--- config.mk ---
export PLATFORM = sky130hd
export DESIGN_NAME = wdtsel_top
export DESIGN_NICKNAME = d
export VERILOG_FILES = /design/src/rtl/wdtsel_counter.v /design/src/rtl/wdtsel_top.v
export VERILOG_INCLUDE_DIRS = /design/src /design/src/rtl
export SDC_FILE = /design/constraint.sdc
export NUM_CORES = 1
export LEC_CHECK = 0
export ABC_CLOCK_PERIOD_IN_PS = 4470
export BUFFER_PORTS_ARGS = -buffer_cell sky130_fd_sc_hd__buf_2
export CAP_MARGIN = 5
export CORE_UTILIZATION = 53
export CTS_CLUSTER_DIAMETER = 50
export CTS_CLUSTER_SIZE = 30
export DETAILED_ROUTE_END_ITERATION = 6
export GPL_TIMING_DRIVEN = 0
export HOLD_SLACK_MARGIN = 0.05
export PLACE_DENSITY_LB_ADDON = 0.05
export SYNTH_ARGS = -nofsm -noshare
export SYNTH_HDL_FRONTEND = slang
export SYNTH_SLANG_ARGS = --single-unit
--- constraint.sdc ---
create_clock -name clock -period 4.47 [get_ports clock]
set_clock_uncertainty 0.1 [all_clocks]
set_input_delay 0.447 -clock clock [delete_from_list [all_inputs] [get_ports clock]]
set_output_delay 0.447 -clock clock [all_outputs]
set_load 0.02 [all_outputs]
--- src/rtl/wdtsel_map.vh ---
`ifndef WDTSEL_MAP_VH
`define WDTSEL_MAP_VH
// register byte addresses on apb
`define WDTSEL_TIMER_CONTROL_HIGH_ADDR 12'h000
`define WDTSEL_RESTART_ADDR 12'h004
`define WDTSEL_STATUS_ADDR 12'h008
// timer_control_high fields
`define WDTSEL_SEL_MSB 6
`define WDTSEL_SEL_LSB 4
`define WDTSEL_LOCK_MSB 7
`define WDTSEL_LOCK_LSB 3
`define WDTSEL_TCH_RESET 8'h70
// restart key written to restart register
`define WDTSEL_RESTART_KEY 8'h5A
// select field reset value, longest period
`define WDTSEL_SEL_RESET 3'h7
// crystal cycles to time-out per select code
`define WDTSEL_PERIOD_SEL1 23'h01_0000
`define WDTSEL_PERIOD_SEL2 23'h02_0000
`define WDTSEL_PERIOD_SEL3 23'h04_0000
`define WDTSEL_PERIOD_SEL4 23'h08_0000
`define WDTSEL_PERIOD_SEL5 23'h10_0000
`define WDTSEL_PERIOD_SEL6 23'h20_0000
`define WDTSEL_PERIOD_SEL7 23'h40_0000
`endif

--- src/rtl/wdtsel_counter.v ---
`default_nettype none
module wdtsel_counter #(
   parameter CW = 23
) (
   input wire clock,
   input wire rst,
   input wire ce,
   input wire clear,
   input wire run,
   input wire [CW-1:0] limit,
   output reg expired
);
reg [CW-1:0] count_r;
always @(posedge clock or posedge rst) begin
   if (rst) begin
      count_r <= {CW{1'b0}};
      expired <= 1'b0;
   end else if (ce) begin
      if (clear || !run) begin
         count_r <= {CW{1'b0}};
         expired <= 1'b0;
      end else if (count_r >= limit) begin // limit may drop below count on rewrite
         count_r <= {CW{1'b0}};
         expired <= 1'b1;
      end else begin
         count_r <= count_r + {{(CW-1){1'b0}}, 1'b1};
         expired <= 1'b0;
      end
   end
end
endmodule // wdtsel_counter
`default_nettype wire

--- src/rtl/wdtsel_top.v ---
// Notes on behaviour
// - upper five bits writable during first instruction
// - later upper-five-bit writes ignored until reset
// - select code picks period, 000 disables
// - select bits reset to 111, longest period
// - count advances every clock cycle that has ce high, except with select 000, on restart and on expiry
//
// Local design decisions: the APB interface to the registers and the register addresses.
`include "wdtsel_map.vh"
`default_nettype none
module wdtsel_top #(
   parameter CW = 23
) (
   input wire clock,
   input wire rst,
   input wire ce,
   input wire first_instr_done,
   input wire psel,
   input wire penable,
   input wire pwrite,
   input wire [11:0] paddr,
   input wire [31:0] pwdata,
   output reg [31:0] prdata,
   output reg pready,
   output reg pslverr,
   output reg internal_reset,
   output reg [2:0] period_select
);
////////////////////////////////////////////////////////////////////////
// first-instruction window states, one-hot
localparam [1:0] WIN_OPEN = 2'b01;
localparam [1:0] WIN_LOCKED = 2'b10;
////////////////////////////////////////////////////////////////////////
reg [7:0] tch_r;
reg [7:0] tch_nxt;
reg [1:0] win_r;
reg [1:0] win_nxt;
reg restart_r;
reg restart_nxt;
reg expired_seen_r;
reg hit_tch;
reg hit_rst;
reg hit_sts;
reg [CW-1:0] period;
reg [CW-1:0] limit;
reg [31:0] rdata_nxt;
wire expired;
wire acc;
wire wr;
wire rd;
wire hit_any;
wire key_ok;
wire window_open;
wire [2:0] sel;
wire run;
////////////////////////////////////////////////////////////////////////
// access qualifiers, one wait state before pready
assign acc = psel && penable && !pready;
assign wr = acc && pwrite;
assign rd = acc && !pwrite;
assign hit_any = hit_tch || hit_rst || hit_sts;
assign key_ok = (pwdata[7:0] == `WDTSEL_RESTART_KEY);
assign window_open = (win_r == WIN_OPEN);
assign sel = tch_r[`WDTSEL_SEL_MSB:`WDTSEL_SEL_LSB];
assign run = (sel != 3'b000);
////////////////////////////////////////////////////////////////////////
// address decode
always @* begin
   hit_tch = 1'b0;
   hit_rst = 1'b0;
   hit_sts = 1'b0;
   if (paddr == `WDTSEL_TIMER_CONTROL_HIGH_ADDR) begin
      hit_tch = 1'b1;
   end else if (paddr == `WDTSEL_RESTART_ADDR) begin
      hit_rst = 1'b1;
   end else if (paddr == `WDTSEL_STATUS_ADDR) begin
      hit_sts = 1'b1;
   end
end
////////////////////////////////////////////////////////////////////////
// crystal cycles per select code
always @* begin
   case (sel)
      3'b001: begin
         period = `WDTSEL_PERIOD_SEL1;
      end
      3'b010: begin
         period = `WDTSEL_PERIOD_SEL2;
      end
      3'b011: begin
         period = `WDTSEL_PERIOD_SEL3;
      end
      3'b100: begin
         period = `WDTSEL_PERIOD_SEL4;
      end
      3'b101: begin
         period = `WDTSEL_PERIOD_SEL5;
      end
      3'b110: begin
         period = `WDTSEL_PERIOD_SEL6;
      end
      3'b111: begin
         period = `WDTSEL_PERIOD_SEL7;
      end
      default: begin
         period = {CW{1'b0}};
      end
   endcase
end
// counter runs from zero to period minus one
always @* begin
   limit = {CW{1'b0}};
   if (run) begin
      limit = period - {{(CW-1){1'b0}}, 1'b1};
   end
end
////////////////////////////////////////////////////////////////////////
// write window shuts for good after first instruction
always @* begin
   win_nxt = win_r;
   case (win_r)
      WIN_OPEN: begin
         if (first_instr_done) begin
            win_nxt = WIN_LOCKED;
         end
      end
      WIN_LOCKED: begin
         win_nxt = WIN_LOCKED;
      end
      default: begin
         win_nxt = WIN_LOCKED;
      end
   endcase
end
////////////////////////////////////////////////////////////////////////
// control register write, upper bits only while open
always @* begin
   tch_nxt = tch_r;
   if (wr && hit_tch) begin
      tch_nxt[2:0] = pwdata[2:0];
      if (window_open) begin
         tch_nxt[`WDTSEL_LOCK_MSB:`WDTSEL_LOCK_LSB] = pwdata[`WDTSEL_LOCK_MSB:`WDTSEL_LOCK_LSB];
      end // upper bits held once shut
   end
end
// restart only on the key value
always @* begin
   restart_nxt = 1'b0;
   if (wr && hit_rst && key_ok) begin
      restart_nxt = 1'b1;
   end
end
// read mux, unused bits read zero
always @* begin
   rdata_nxt = 32'h0000_0000;
   if (rd) begin
      if (hit_tch) begin
         rdata_nxt = {24'h00_0000, tch_r};
      end else if (hit_sts) begin
         rdata_nxt = {30'h0000_0000, expired_seen_r, window_open};
      end
   end
end
////////////////////////////////////////////////////////////////////////
// control register and select output
always @(posedge clock or posedge rst) begin
   if (rst) begin
      tch_r <= `WDTSEL_TCH_RESET;
      period_select <= `WDTSEL_SEL_RESET;
   end else if (ce) begin
      tch_r <= tch_nxt;
      period_select <= tch_nxt[`WDTSEL_SEL_MSB:`WDTSEL_SEL_LSB];
   end
end
// window state
always @(posedge clock or posedge rst) begin
   if (rst) begin
      win_r <= WIN_OPEN;
   end else if (ce) begin
      win_r <= win_nxt;
   end
end
// restart strobe, expiry pulse and sticky flag
always @(posedge clock or posedge rst) begin
   if (rst) begin
      restart_r <= 1'b0;
      expired_seen_r <= 1'b0;
      internal_reset <= 1'b0;
   end else if (ce) begin
      restart_r <= restart_nxt;
      internal_reset <= expired;
      if (expired) begin
         expired_seen_r <= 1'b1;
      end
   end
end
////////////////////////////////////////////////////////////////////////
// apb answer, registered one cycle after access
always @(posedge clock or posedge rst) begin
   if (rst) begin
      pready <= 1'b0;
      pslverr <= 1'b0;
      prdata <= 32'h0000_0000;
   end else if (ce) begin
      pready <= acc;
      pslverr <= acc && !hit_any;
      prdata <= rdata_nxt;
   end
end
////////////////////////////////////////////////////////////////////////
// period counter, cleared by restart key
wdtsel_counter #(.CW(CW)) u_cnt (
   .clock(clock),
   .rst(rst),
   .ce(ce),
   .clear(restart_r),
   .run(run),
   .limit(limit),
   .expired(expired)
);
endmodule // wdtsel_top
`default_nettype wire

==> After elaboration in Yosys (flattened, before gate mapping) <==
Index checks and enable logic that the tools add are counted.
{ "totals": {"in_bits": 51, "reg_bits": 71} }
{ "classes": {"reduce_logical": 21, "n_lt_le_gt_ge": 1, "addsub": 2, "mux": 18, "n_eq_ne": 12} }
{ "ops": {"columns": ["operator", "n"], "rows": [
  ["$pmux 23 s7", 1],
  ["$mux 23", 3],
  ["$add 23x1->23 const B", 1],
  ["$ge 23x23->1", 1],
  ["$sub 23x1->23 const B", 1],
  ["$mux 8", 2],
  ["$eq 12x3->1 const B", 1],
  ["$eq 12x4->1 const B", 1],
  ["$eq 3x3->1 const B", 4],
  ["$logic_not 12->1", 1],
  ["$mux 1", 9],
  ["$eq 8x7->1 const B", 1],
  ["$logic_and 1x1->1", 8],
  ["$eq 3x2->1 const B", 2],
  ["$mux 2", 3],
  ["$reduce_and 2->1", 3],
  ["$logic_not 1->1", 4],
  ["$eq 3x1->1 const B", 1],
  ["$logic_or 1x1->1", 3],
  ["$reduce_and 3->1", 1],
  ["$reduce_bool 3->1", 1],
  ["$eq 2x1->1 const B", 1],
  ["$ne 2x2->1 const B", 1]
]} }

==> Depth between registers and ports, before layout <==
Gate-level depths: netlist of run 1.
{ "logic_depth": {"word_depth": 7, "ltp_mapped": 16, "depth_no_buf": 15} }

==> By module <==
From an unflattened synthesis of run 1, not the netlist that was laid out.
{ "unflattened": {"cells_unflattened": 357, "area_unflattened_um2": 3330.7} }
{ "modules_own_cells": {"columns": ["module", "cells_per_inst", "instances", "area_per_inst_um2"], "rows": [
  ["wdtsel_counter", 215, 1, 1868.0],
  ["wdtsel_top", 142, 1, 1462.7]
]} }

==> Worst setup path before layout of run 1 <==
No wires, ideal clock.
{ "synth_timing": {"path_type": "flip-flop to flip-flop", "start": "register tch_r[5]", "end": "register u_cnt.count_r[7]", "period_less_slack_ps": 3619, "stages_incl_launch_ff": 17, "required_ps": 4246, "setup_time_ps": 124, "setup_slack_ps": 851, "arrival_time_ps": 3395, "path_cell_list": "dfstp_2 inv_2 ha_1 or3_1 nand3_1 ha_1 inv_1 a211oi_1 a41oi_1 ha_1 nand4_1 nor4_1 o2111ai_1 nand4_1 buf_2 nor3_1 a211o_1"} }
{ "synth_via": {"elab_chain_cells": 7} }
{ "synth_rtl": {"columns": ["element", "line_no", "text"], "rows": [
  ["start: declaration", "wdtsel_top.v:34", "reg [7:0] tch_r;"],
  ["start signal: assignment", "wdtsel_top.v:168", "tch_r <= `WDTSEL_TCH_RESET;"],
  ["start signal: assignment", "wdtsel_top.v:171", "tch_r <= tch_nxt;"],
  ["$eq 3x3->1 (tied with other cells)", "wdtsel_top.v:83", "case (sel)"],
  ["$pmux 23 s7", "wdtsel_top.v:83", null],
  ["$sub 23x1->23", "wdtsel_top.v:114", "limit = period - {{(CW-1){1'b0}}, 1'b1};"],
  ["$mux 23", "wdtsel_top.v:113", "if (run) begin"],
  ["$ge 23x23->1", "wdtsel_counter.v:22", "end else if (count_r >= limit) begin"],
  ["$mux 23", "wdtsel_counter.v:22", null],
  ["$mux 23 *", "wdtsel_counter.v:19", "if (clear || !run) begin"],
  ["end signal: assignment", "wdtsel_counter.v:20", "count_r <= {CW{1'b0}};"],
  ["end signal: assignment", "wdtsel_counter.v:23", "count_r <= {CW{1'b0}};"],
  ["end signal: assignment", "wdtsel_counter.v:26", "count_r <= count_r + {{(CW-1){1'b0}}, 1'b1};"],
  ["end: declaration", "wdtsel_counter.v:13", "reg [CW-1:0] count_r;"]
]} }
Every way passes the cells marked *; elsewhere a longest branch is shown, timed or not.
A chain may end at the register's enable or synchronous reset.

==> Worst setup path after layout of run 1 <==
{ "layout_timing": {"start": "register tch_r[5]", "end": "register u_cnt.count_r[13]"} }
Same word-level chain as after synthesis.

==> metrics.cfg, run 1 <==
[timing]
fmax_mhz=239
setup_violations=0
hold_ws_ps=292
hold_viol=0
min_period_ps=4180
final_max_slew_viol_count=0
final.period_utilization=0.935
slew_headroom=0.567
tightest_slew_ps=643

[grt]
grt_max_degree=32
grt_pass1_wl_mm=12.0
grt_pass1_vias=2556
antenna_found_initial=0
grt_use_total=0.241
gr-total-overflow=0

[setup_path]
reg2reg_to=u_cnt.count_r[13]$_DFFE_PP0P_
crit_required_ps=4560
arrival_ps=4270
end_kind=register
critPathKind=reg2reg
critical_path.max_fanout=10
r2r_start=tch_r[5]$_DFFE_PP1P_
r2r_setup_slack_ps=290
critPathLaunchType=register
rr_worst_depth=16

[synthesis]
yosysUniqueCellTypes=52
async_flop_share=1.00
synth_edf_count=0
synth_ff_type=dfrtp_1
avgSynthCellArea_um2=9.41
syn_area_mm2=0.00325
ys_ff_latch=47
ys_seq_area_frac=0.364
postSynthCellCount=345
yosysWarnings=0

[die]
design.die.area_mm2=0.00644
pin_count=89
die_h_um=80.3
design.core.area_mm2=0.00592
die_w_um=80.3
rows=28
start_util=0.548

[cts]
clkLatencyLatePin_ps=300
cts_buffers=5
clk_pin_slew_ps=90
clk_root_buffer_cell=clkbuf_8
htree_levels=2
cts_tree=done
cts_max_path_buffers=2
cts_sinks=47

[pwr]
power_switching_w=0.000199
vdd_drop_max_uv=152
fin_total_pwr_w=0.000766
p_sw_frac=0.259
power_density_mw_per_mm2=202
comb_power_share=0.103
power.leakage_nw=1.99
clkPwrFrac=0.339
intPower_w=0.000568
seq_power_share=0.557

[detailed_routing]
routedWlPerCell_um=14.5
antenna_left=0
drt_first_pass_iters=4
dr.first_iter.drc_count=71
drc_errors=0
via_per_inst=5.45
routed_wl_mm=7.19
dr_total_vias=2705

[placed_design]
placed_cell_area_mm2=0.00364
port-buffer-count=39
dpl.hpwl_mm=5.28
routabilityCongestion=0.827
dp.cells=483

[layout]
fillers=503
fin_cells=496
ff_latch_area_mm2=0.00118
multiInputGateArea_mm2=0.00183
postLayoutCellArea_mm2=0.00378
drive_above_1_share=0.266
layout.nets=502
synthToLayoutAreaGrowth_pct=16.6
antenna_cells=0

[hold_path]
min_to=tch_r[4]$_DFFE_PP1P_
min_path_cells=2
min-delay-start=pwdata[4]
hold_class=in2reg

[run]
drv_cap=0

[run_status]
outcome=complete, no violations

## state kept, by name (all words and copies together), names as in the netlist
signal and count:
u_cnt.count_r 23, prdata 8, tch_r 8, win_r 2, expired_seen_r 1, internal_reset 1, pready 1, pslverr 1
restart_r 1, u_cnt.expired 1
## cell type report
| class | instances | share of cell area |
|---|---|---|
| inverters | 21 | 0.0208 |
| repair buffers | 45 | 0.0674 |
| clock inverters | 2 | 0.00364 |
| well taps | 75 | 0.0248 |
| plain buffers | 38 | 0.0691 |
| clock buffers | 6 | 0.0192 |
| flip-flops and latches | 47 | 0.312 |
| multi-input cells | 262 | 0.483 |
## worst max path at each step
stage                         start  slack, ps  cells after the start                             to
2_1_floorplan  tch_r[5]$_DFFE_PP1P_        850                     16   u_cnt.count_r[7]$_DFFE_PP0P_
3_3_place_gp   tch_r[5]$_DFFE_PP1P_        360                     16   u_cnt.count_r[7]$_DFFE_PP0P_
3_5_place_dp   tch_r[5]$_DFFE_PP1P_        170                     16   u_cnt.count_r[7]$_DFFE_PP0P_
4_1_cts        tch_r[5]$_DFFE_PP1P_        150                     16   u_cnt.count_r[7]$_DFFE_PP0P_
5_1_grt        tch_r[5]$_DFFE_PP1P_         -7                     16   u_cnt.count_r[8]$_DFFE_PP0P_
6_report       tch_r[5]$_DFFE_PP1P_        290                     16  u_cnt.count_r[13]$_DFFE_PP0P_
## worst max-delay path: stages, from the launching register on
cell and delay, ps:
dfstp_2 640, inv_2 120, ha_1 200, or3_1 390
nand3_1 120, ha_1 210, inv_1 80, a211oi_1 190
a41oi_1 80, ha_1 350, nand4_1 250, nor4_4 380
o2111ai_1 180, nand4_1 170, buf_2 260, nor2_1 80
a211o_1 270
## layer usage
layer  track usage  up-vias  wire [µm]  share of wire
met2         0.407       71       3480           0.48
li1              -     1347          -              -
met3        0.0318       11        284          0.039
met4        0.0786        0        119          0.017
met5             0        -          0              0
met1         0.318     1276       3310           0.46
## cell families (layout without fill, tap and decap cells)
logic type	after synthesis	count (layout)	synth area share
DFF	47	47	0.364
buffers and inverters	59	112	0.104
and+or+nand+nor	109	109	0.187
AOI/OAI and AO/OA	82	82	0.168
xor gates and xnor gates	4	4	0.0108
other	1	24	0.00116
adders and majority gates	31	31	0.120
muxes	12	12	0.0463
## cell usage in the layout (no fill, tap or decap), types with 4 or more instances in the layout
master,n
clkbuf_1,5
a21o_1,15
buf_4,31
ha_1,31
nor2_1,18
mux2_2,4
dfrtp_1,43
nand3_1,14
nand4_1,11
nor4_1,4
nor3b_1,4
dfstp_2,4
nand2_1,22
conb_1,24
a21oi_1,15
buf_2,44
o21ai_0,22
o2bb2ai_1,7
a22o_1,7
inv_1,18
nor3_1,13
mux2_4,5
clkbuf_8,5
## synthesized netlist by cell type, drive strengths merged (3+ instances only)
master | number | share of area
a211o | 3 | 0.0081
a21o | 15 | 0.035
a21oi | 15 | 0.023
a22o | 7 | 0.019
buf | 34 | 0.075
clkbuf | 4 | 0.0046
dfrtp | 43 | 0.33
dfstp | 4 | 0.032
ha | 31 | 0.12
inv | 21 | 0.024
mux2 | 9 | 0.037
mux2i | 3 | 0.0093
nand2 | 22 | 0.025
nand2b | 3 | 0.0058
nand3 | 14 | 0.022
nand4 | 11 | 0.021
nor2 | 19 | 0.024
nor3 | 14 | 0.023
nor3b | 4 | 0.0093
nor4 | 7 | 0.017
o21ai | 22 | 0.034
o2bb2ai | 7 | 0.019
or2 | 4 | 0.0085
or3 | 3 | 0.0062
xnor2 | 3 | 0.0081
## what timing repair did
item | 4_1_cts | 5_1_grt
hold endpoints to repair | 13 | 0
endpoints found under the setup margin | 0 | 22
gates resized for setup | 0 | 3
setup buffers | 0 | 4
hold buffers | 1 | 0
## per-stage QoR
stage | utilization | setup TNS, ps | setup WS [ps]
after floorplan | - | 0 | 851
after global placement | 0.612 | 0 | 360
after detailed placement | 0.615 | 0 | 173
after CTS | 0.631 | 0 | 145
after global routing | 0.639 | -8.85 | -6.93
final | 0.639 | 0 | 292
## power by group through the flow
| stage | clock network [W] | registers (W) | logic (W) |
|---|---|---|---|
| 5_1_grt | 0.000286 | 0.000428 | 0.0000880 |
| 3_5_place_dp | 0 | 0.000435 | 0.0000786 |
| 6_report | 0.000260 | 0.000427 | 0.0000792 |
| 3_3_place_gp | 0 | 0.000435 | 0.0000757 |
| 2_1_floorplan | 0 | 0.000437 | 0.0000519 |
| 4_1_cts | 0.000268 | 0.000427 | 0.0000793 |
Power figures use the tool's default switching activity.
==> inputs of run 2 (changes only) <==
CORE_ASPECT_RATIO = 0.6   (was not set)
==> metrics.cfg, run 2 (synthesis results as in run 1) <==
[layout]
utilization=0.653  ; +0.0136
multiInputGateArea_mm2=0.00182  ; -0.48%
ff_latch_area_mm2=0.00118  ; unchanged
drive_above_1_share=0.262  ; -0.00401
fin_cells=496  ; unchanged
antenna_cells=0  ; unchanged
mostFrequentLayoutCells=buf_2, dfrtp_1, ha_1, buf_4, conb_1
layout.nets=497  ; -1.0%
top_register=u_cnt.count_r
synthToLayoutAreaGrowth_pct=15.2
top_regs=u_cnt.count_r: 23 flops, prdata: 8 flops, tch_r: 8 flops
layout_commonest_cell=buf_2
fillers=518  ; +3.0%
largest_register_ffs=23  ; unchanged

[setup_path]
crit_required_ps=4570  ; about the same
arrival_ps=4100  ; -170 ps
critical_path.max_fanout=11  ; +1
end_kind=register
critPathKind=reg2reg
critPathLaunchType=register
rr_worst_depth=16  ; unchanged

[pwr]
power_density_mw_per_mm2=203  ; +0.36%
fin_total_pwr_w=0.000760  ; -0.84%
vdd_drop_max_uv=142  ; -6.4%
power.leakage_nw=1.96  ; -1.5%

[grt]
grt_use_total=0.239  ; -0.00158
grt_pass1_wl_mm=12.0  ; -0.12%
grt_pass1_vias=2507  ; -1.9%
grt_max_degree=27  ; -16%
antenna_found_initial=0  ; unchanged
gr-total-overflow=0  ; unchanged

[detailed_routing]
drt_first_pass_iters=4  ; unchanged
via_per_inst=5.51  ; +1.0%
antenna_left=0  ; unchanged
dr_total_vias=2732  ; +1.0%
drc_errors=0  ; unchanged
routed_wl_mm=7.23  ; +0.43%
routedWlPerCell_um=14.6  ; +0.43%
dr.first_iter.drc_count=135  ; +90%

[die]
design.core.area_mm2=0.00573  ; -3.3%
start_util=0.567  ; +0.0184
die_w_um=103  ; +28%
die_h_um=62.6  ; -22%
rows=21  ; -25%
pin_count=89  ; unchanged
design.die.area_mm2=0.00645  ; +0.16%

[timing]
setup_violations=0  ; unchanged
slew_headroom=0.542  ; -0.0254
tightest_slew_ps=681  ; +37.7 ps
hold_ws_ps=61.0  ; -231 ps
tns_ps=0  ; unchanged
fmax_mhz=250  ; +4.3%
min_period_ps=4000  ; -174 ps
hold_viol=0  ; unchanged
rsz0062_at_grt=no
final_max_slew_viol_count=0  ; unchanged
final.period_utilization=0.896  ; -0.0389

[cts]
clkLatencyLatePin_ps=300  ; about the same
cts_max_path_buffers=2  ; unchanged
cts_buffers=5  ; unchanged
cts_hold_buf=0  ; -1
clk_pin_slew_ps=90  ; about the same
cts_tree=done
clk_root_buffer_cell=clkbuf_8
cts_setup_buffers=0  ; unchanged
cts_sinks=47  ; unchanged
htree_levels=2  ; unchanged

[placed_design]
dpl.hpwl_mm=5.58  ; +5.8%
port-buffer-count=39  ; unchanged
routabilityCongestion=0.826  ; -0.19%
dp.cells=488  ; +1.0%

[hold_path]
hold_class=in2async

[run]
drv_cap=0  ; unchanged

[run_status]
outcome=complete, no violations

## run 2: cell count changes in the layout (fill, tap and decap cells not counted)
cell and change:
nor4_2 +1, clkinv_4 -1, nor4_4 -1, buf_4 -4, clkbuf_1 -1, clkinv_2 +2, dlygate4sd3_1 -1
## run 2: power by group
| part | internal (W) | switching, W | total, W |
|---|---|---|---|
| Clock | 0.000107 | 0.000145 | 0.000253 |
| Combinational | 0.0000299 | 0.0000497 | 0.0000796 |
| Sequential | 0.000426 | 0.000000817 | 0.000427 |
## run 2: metal layers
layer | GRT usage | share of wire
met1 | 0.365 | 0.50
met2 | 0.363 | 0.44
met3 | 0.0492 | 0.064
met4 | 0.0158 | 0.0011
met5 | 0 | 0
## run 2: worst paths after layout
kind | slack, ps | end | from
hold reg to reg | 380 | expired_seen_r$_DFFE_PP0P_ | expired_seen_r$_DFFE_PP0P_
hold / removal | 60 | prdata[3]$_DFFE_PP0P_ | rst
setup / recovery | 470 | u_cnt.count_r[2]$_DFFE_PP0P_ | tch_r[5]$_DFFE_PP1P_
min in group clock | 290 | tch_r[0]$_DFFE_PP0P_ | pwdata[0]
setup reg to reg | 470 | u_cnt.count_r[2]$_DFFE_PP0P_ | tch_r[5]$_DFFE_PP1P_
max in group asynchronous | 3630 | tch_r[4]$_DFFE_PP1P_ | rst
## run 2: per-stage QoR
step	cell area, µm²	setup slack [ps]
2_1_floorplan	3330	851
3_3_place_gp	3630	309
3_5_place_dp	3650	253
4_1_cts	3730	213
5_1_grt	3740	52.7
6_report	3740	466
## run 2: layout make-up
cell class | instances | area share
Tap cell | 80 | 0.0268
Inverter | 21 | 0.0211
Clock buffer | 5 | 0.0184
Buffer | 38 | 0.0699
Timing Repair Buffer | 40 | 0.0575
Sequential cell | 47 | 0.316
Multi-Input combinational cell | 262 | 0.486
Clock inverter | 3 | 0.00401
## run 2: worst max-delay path: stages (launching register included)
cell and delay [ps]:
dfstp_2 670, inv_2 130, ha_1 200, or3_1 380, nand3_1 120, ha_1 220
inv_1 80, a211oi_1 180, a41oi_1 80, ha_1 340, nand4_1 200, nor4_2 240
o2111ai_1 200, nand4_1 160, buf_2 280, o21ai_0 110, a21o_1 200
## run 2: what timing repair did
action                                  in CTS  in global routing
endpoints found under the hold margin        0                  0
resized for setup                            0                  2
endpoints found under the setup margin       0                 18
==> inputs of run 3 (changes only) <==
--- a/config.mk
+++ b/config.mk
@@ -8,11 +8,11 @@
 export LEC_CHECK = 0
 export ABC_CLOCK_PERIOD_IN_PS = 4470
-export BUFFER_PORTS_ARGS = -buffer_cell sky130_fd_sc_hd__buf_2
 export CAP_MARGIN = 5
 export CORE_ASPECT_RATIO = 0.6
-export CORE_UTILIZATION = 53
+export CORE_UTILIZATION = 55
 export CTS_CLUSTER_DIAMETER = 50
 export CTS_CLUSTER_SIZE = 30
 export DETAILED_ROUTE_END_ITERATION = 6
+export DONT_BUFFER_PORTS = 1
 export GPL_TIMING_DRIVEN = 0
 export HOLD_SLACK_MARGIN = 0.05
==> constraint.sdc (replaced) <==
create_clock -name clock -period 4.47 [get_ports clock]
set_clock_uncertainty 0.1 [all_clocks]
set_input_delay 0.6705 -clock clock [delete_from_list [all_inputs] [get_ports clock]]
set_output_delay 0.6705 -clock clock [all_outputs]
set_load 0.02 [all_outputs]
==> metrics.cfg, run 3 (synthesis results as in run 1) <==
[timing]
min_period_ps=4070  ; +63.2 ps
fmax_mhz=246  ; -1.6%
final.period_utilization=0.910  ; +0.0141
hold_ws_ps=140  ; +78.9 ps
slew_headroom=0.487  ; -0.0552
final_max_slew_viol_count=0  ; unchanged
setup_violations=0  ; unchanged
tns_ps=0  ; unchanged
rsz0062_at_grt=no
tightest_slew_ps=763  ; +82.1 ps
hold_viol=0  ; unchanged

[cts]
cts_tree=done
clkLatencyLatePin_ps=310  ; about the same
clk_root_buffer_cell=clkbuf_8
cts_buffers=5  ; unchanged
cts_sinks=47  ; unchanged
cts_setup_buffers=0  ; unchanged
clk_pin_slew_ps=90  ; about the same
htree_levels=2  ; unchanged
cts_max_path_buffers=2  ; unchanged

[layout]
mostFrequentLayoutCells=dfrtp_1, ha_1, buf_4, conb_1
layout.nets=458  ; -7.8%
antenna_cells=0  ; unchanged
top_register=u_cnt.count_r
drive_above_1_share=0.186  ; -0.0763
fin_cells=457  ; -7.9%
synthToLayoutAreaGrowth_pct=10.3
layout_commonest_cell=dfrtp_1
largest_register_ffs=23  ; unchanged
fillers=495  ; -4.4%
top_regs=u_cnt.count_r: 23 flops, prdata: 8 flops, tch_r: 8 flops

[grt]
grt_pass1_wl_mm=11.2  ; -6.4%
gr-total-overflow=0  ; unchanged
grt_max_degree=30  ; +11%
grt_pass1_vias=2288  ; -8.7%
antenna_found_initial=0  ; unchanged
grt_use_total=0.241  ; +0.00174

[pwr]
power.leakage_nw=1.80  ; -8.3%
vdd_drop_max_uv=126  ; -11%
power_density_mw_per_mm2=228  ; +12%

[detailed_routing]
drc_errors=0  ; unchanged
routed_wl_mm=7.12  ; -1.5%
wl_met2_mm=3.01  ; -4.5%
drt-met1-wl_mm=3.63  ; +0.83%
routedWlPerCell_um=15.6  ; +6.9%
dr.max_layer_used=met4
dr_total_vias=2594  ; -5.1%
antenna_left=0  ; unchanged
drt_first_pass_iters=5  ; +1
route.met3.wl_um=425  ; -8.6%
via_per_inst=5.68  ; +3.1%
dr.first_iter.drc_count=121  ; -10%

[die]
design.core.area_mm2=0.00562  ; -1.8%
design.die.area_mm2=0.00622  ; -3.5%
die_w_um=101  ; -1.8%
rows=21  ; unchanged
pin_count=89  ; unchanged
die_h_um=61.5  ; -1.8%
start_util=0.577  ; +0.0106

[setup_path]
critical_path.max_fanout=11  ; unchanged
critPathKind=reg2reg
crit_required_ps=4570  ; about the same
r2r_setup_slack_ps=400  ; -60 ps
end_kind=register
arrival_ps=4170  ; +70 ps
critPathLaunchType=register

[hold_path]
hold_class=in2async

[placed_design]
routabilityCongestion=0.872  ; +5.6%
port-buffer-count=0  ; -100%
dp.cells=449  ; -8.0%
dpl.hpwl_mm=5.46  ; -2.2%

[run]
drv_cap=0  ; unchanged

[run_status]
outcome=complete, no violations

[run 3: cell types whose count changed in the layout (fill, tap and decap cells not counted)]
cell       previous run  this run
clkinv_2              3         1
bufinv_16             0         1
clkbuf_8              5         6
buf_2                44         5
[run 3: final timing paths]
path,start,end,cells after the start
max,tch_r[5]$_DFFE_PP1P_,u_cnt.count_r[2]$_DFFE_PP0P_,16
min,rst,prdata[2]$_DFFE_PP0P_,1
max reg2reg,tch_r[5]$_DFFE_PP1P_,u_cnt.count_r[2]$_DFFE_PP0P_,16
min reg2reg,expired_seen_r$_DFFE_PP0P_,expired_seen_r$_DFFE_PP0P_,1
max in group asynchronous,rst,tch_r[4]$_DFFE_PP1P_,2
min in group clock,expired_seen_r$_DFFE_PP0P_,expired_seen_r$_DFFE_PP0P_,1
[run 3: power by group]
part | total [W] | internal [W] | switching (W)
Sequential | 0.000429 | 0.000426 | 0.00000298
Clock | 0.000325 | 0.000181 | 0.000144
Combinational | 0.0000618 | 0.0000213 | 0.0000405
[run 3: worst max-delay path: stages, from the launching register on]
cell       delay [ps]
dfstp_2           670
inv_2             120
ha_1              210
or3_1             380
nand3_1           120
ha_1              220
inv_1              80
a211oi_1          190
a41oi_1            80
ha_1              340
nand4_1           220
nor4_2            260
o2111ai_1         190
nand4_1           160
buf_2             280
o21ai_0           120
a21o_1            210
[run 3: per-layer routing]
| layer | up-vias | global-route usage |
|---|---|---|
| met2 | 83 | 0.365 |
| met3 | 7 | 0.0499 |
| met5 | - | 0 |
| met1 | 1241 | 0.356 |
| li1 | 1263 | - |
| met4 | 0 | 0.0538 |
[run 3: stage by stage]
| step | worst slack, ps | power, W | util | instance area [µm²] |
|---|---|---|---|---|
| floorplan | 851 | 0.000489 | - | 3330 |
| global placement | 311 | 0.000497 | 0.610 | 3430 |
| detailed placement | 224 | 0.000499 | 0.614 | 3450 |
| CTS | 178 | 0.000823 | 0.635 | 3570 |
| global route | 68.2 | 0.000848 | 0.636 | 3580 |
| finish | 403 | 0.000816 | 0.636 | 3580 |
[run 3: final cells by class]
type / instances / area, µm² / share of cell area
well taps: 80 / 100 / 0.0280
clock inverters: 2 / 35.0 / 0.00979
flip-flops and latches: 47 / 1180 / 0.330
plain buffers: 38 / 262 / 0.0731
multi-input cells: 262 / 1820 / 0.508
clock buffers: 6 / 82.6 / 0.0231
inverters: 21 / 78.8 / 0.0220
repair buffers: 1 / 20.0 / 0.00559
[run 3: repair_timing]
| item | 4_1_cts | 5_1_grt |
|---|---|---|
| hold buffers | 0 | 0 |
| setup endpoints to repair | 0 | 18 |
| gates resized for setup | 0 | 2 |
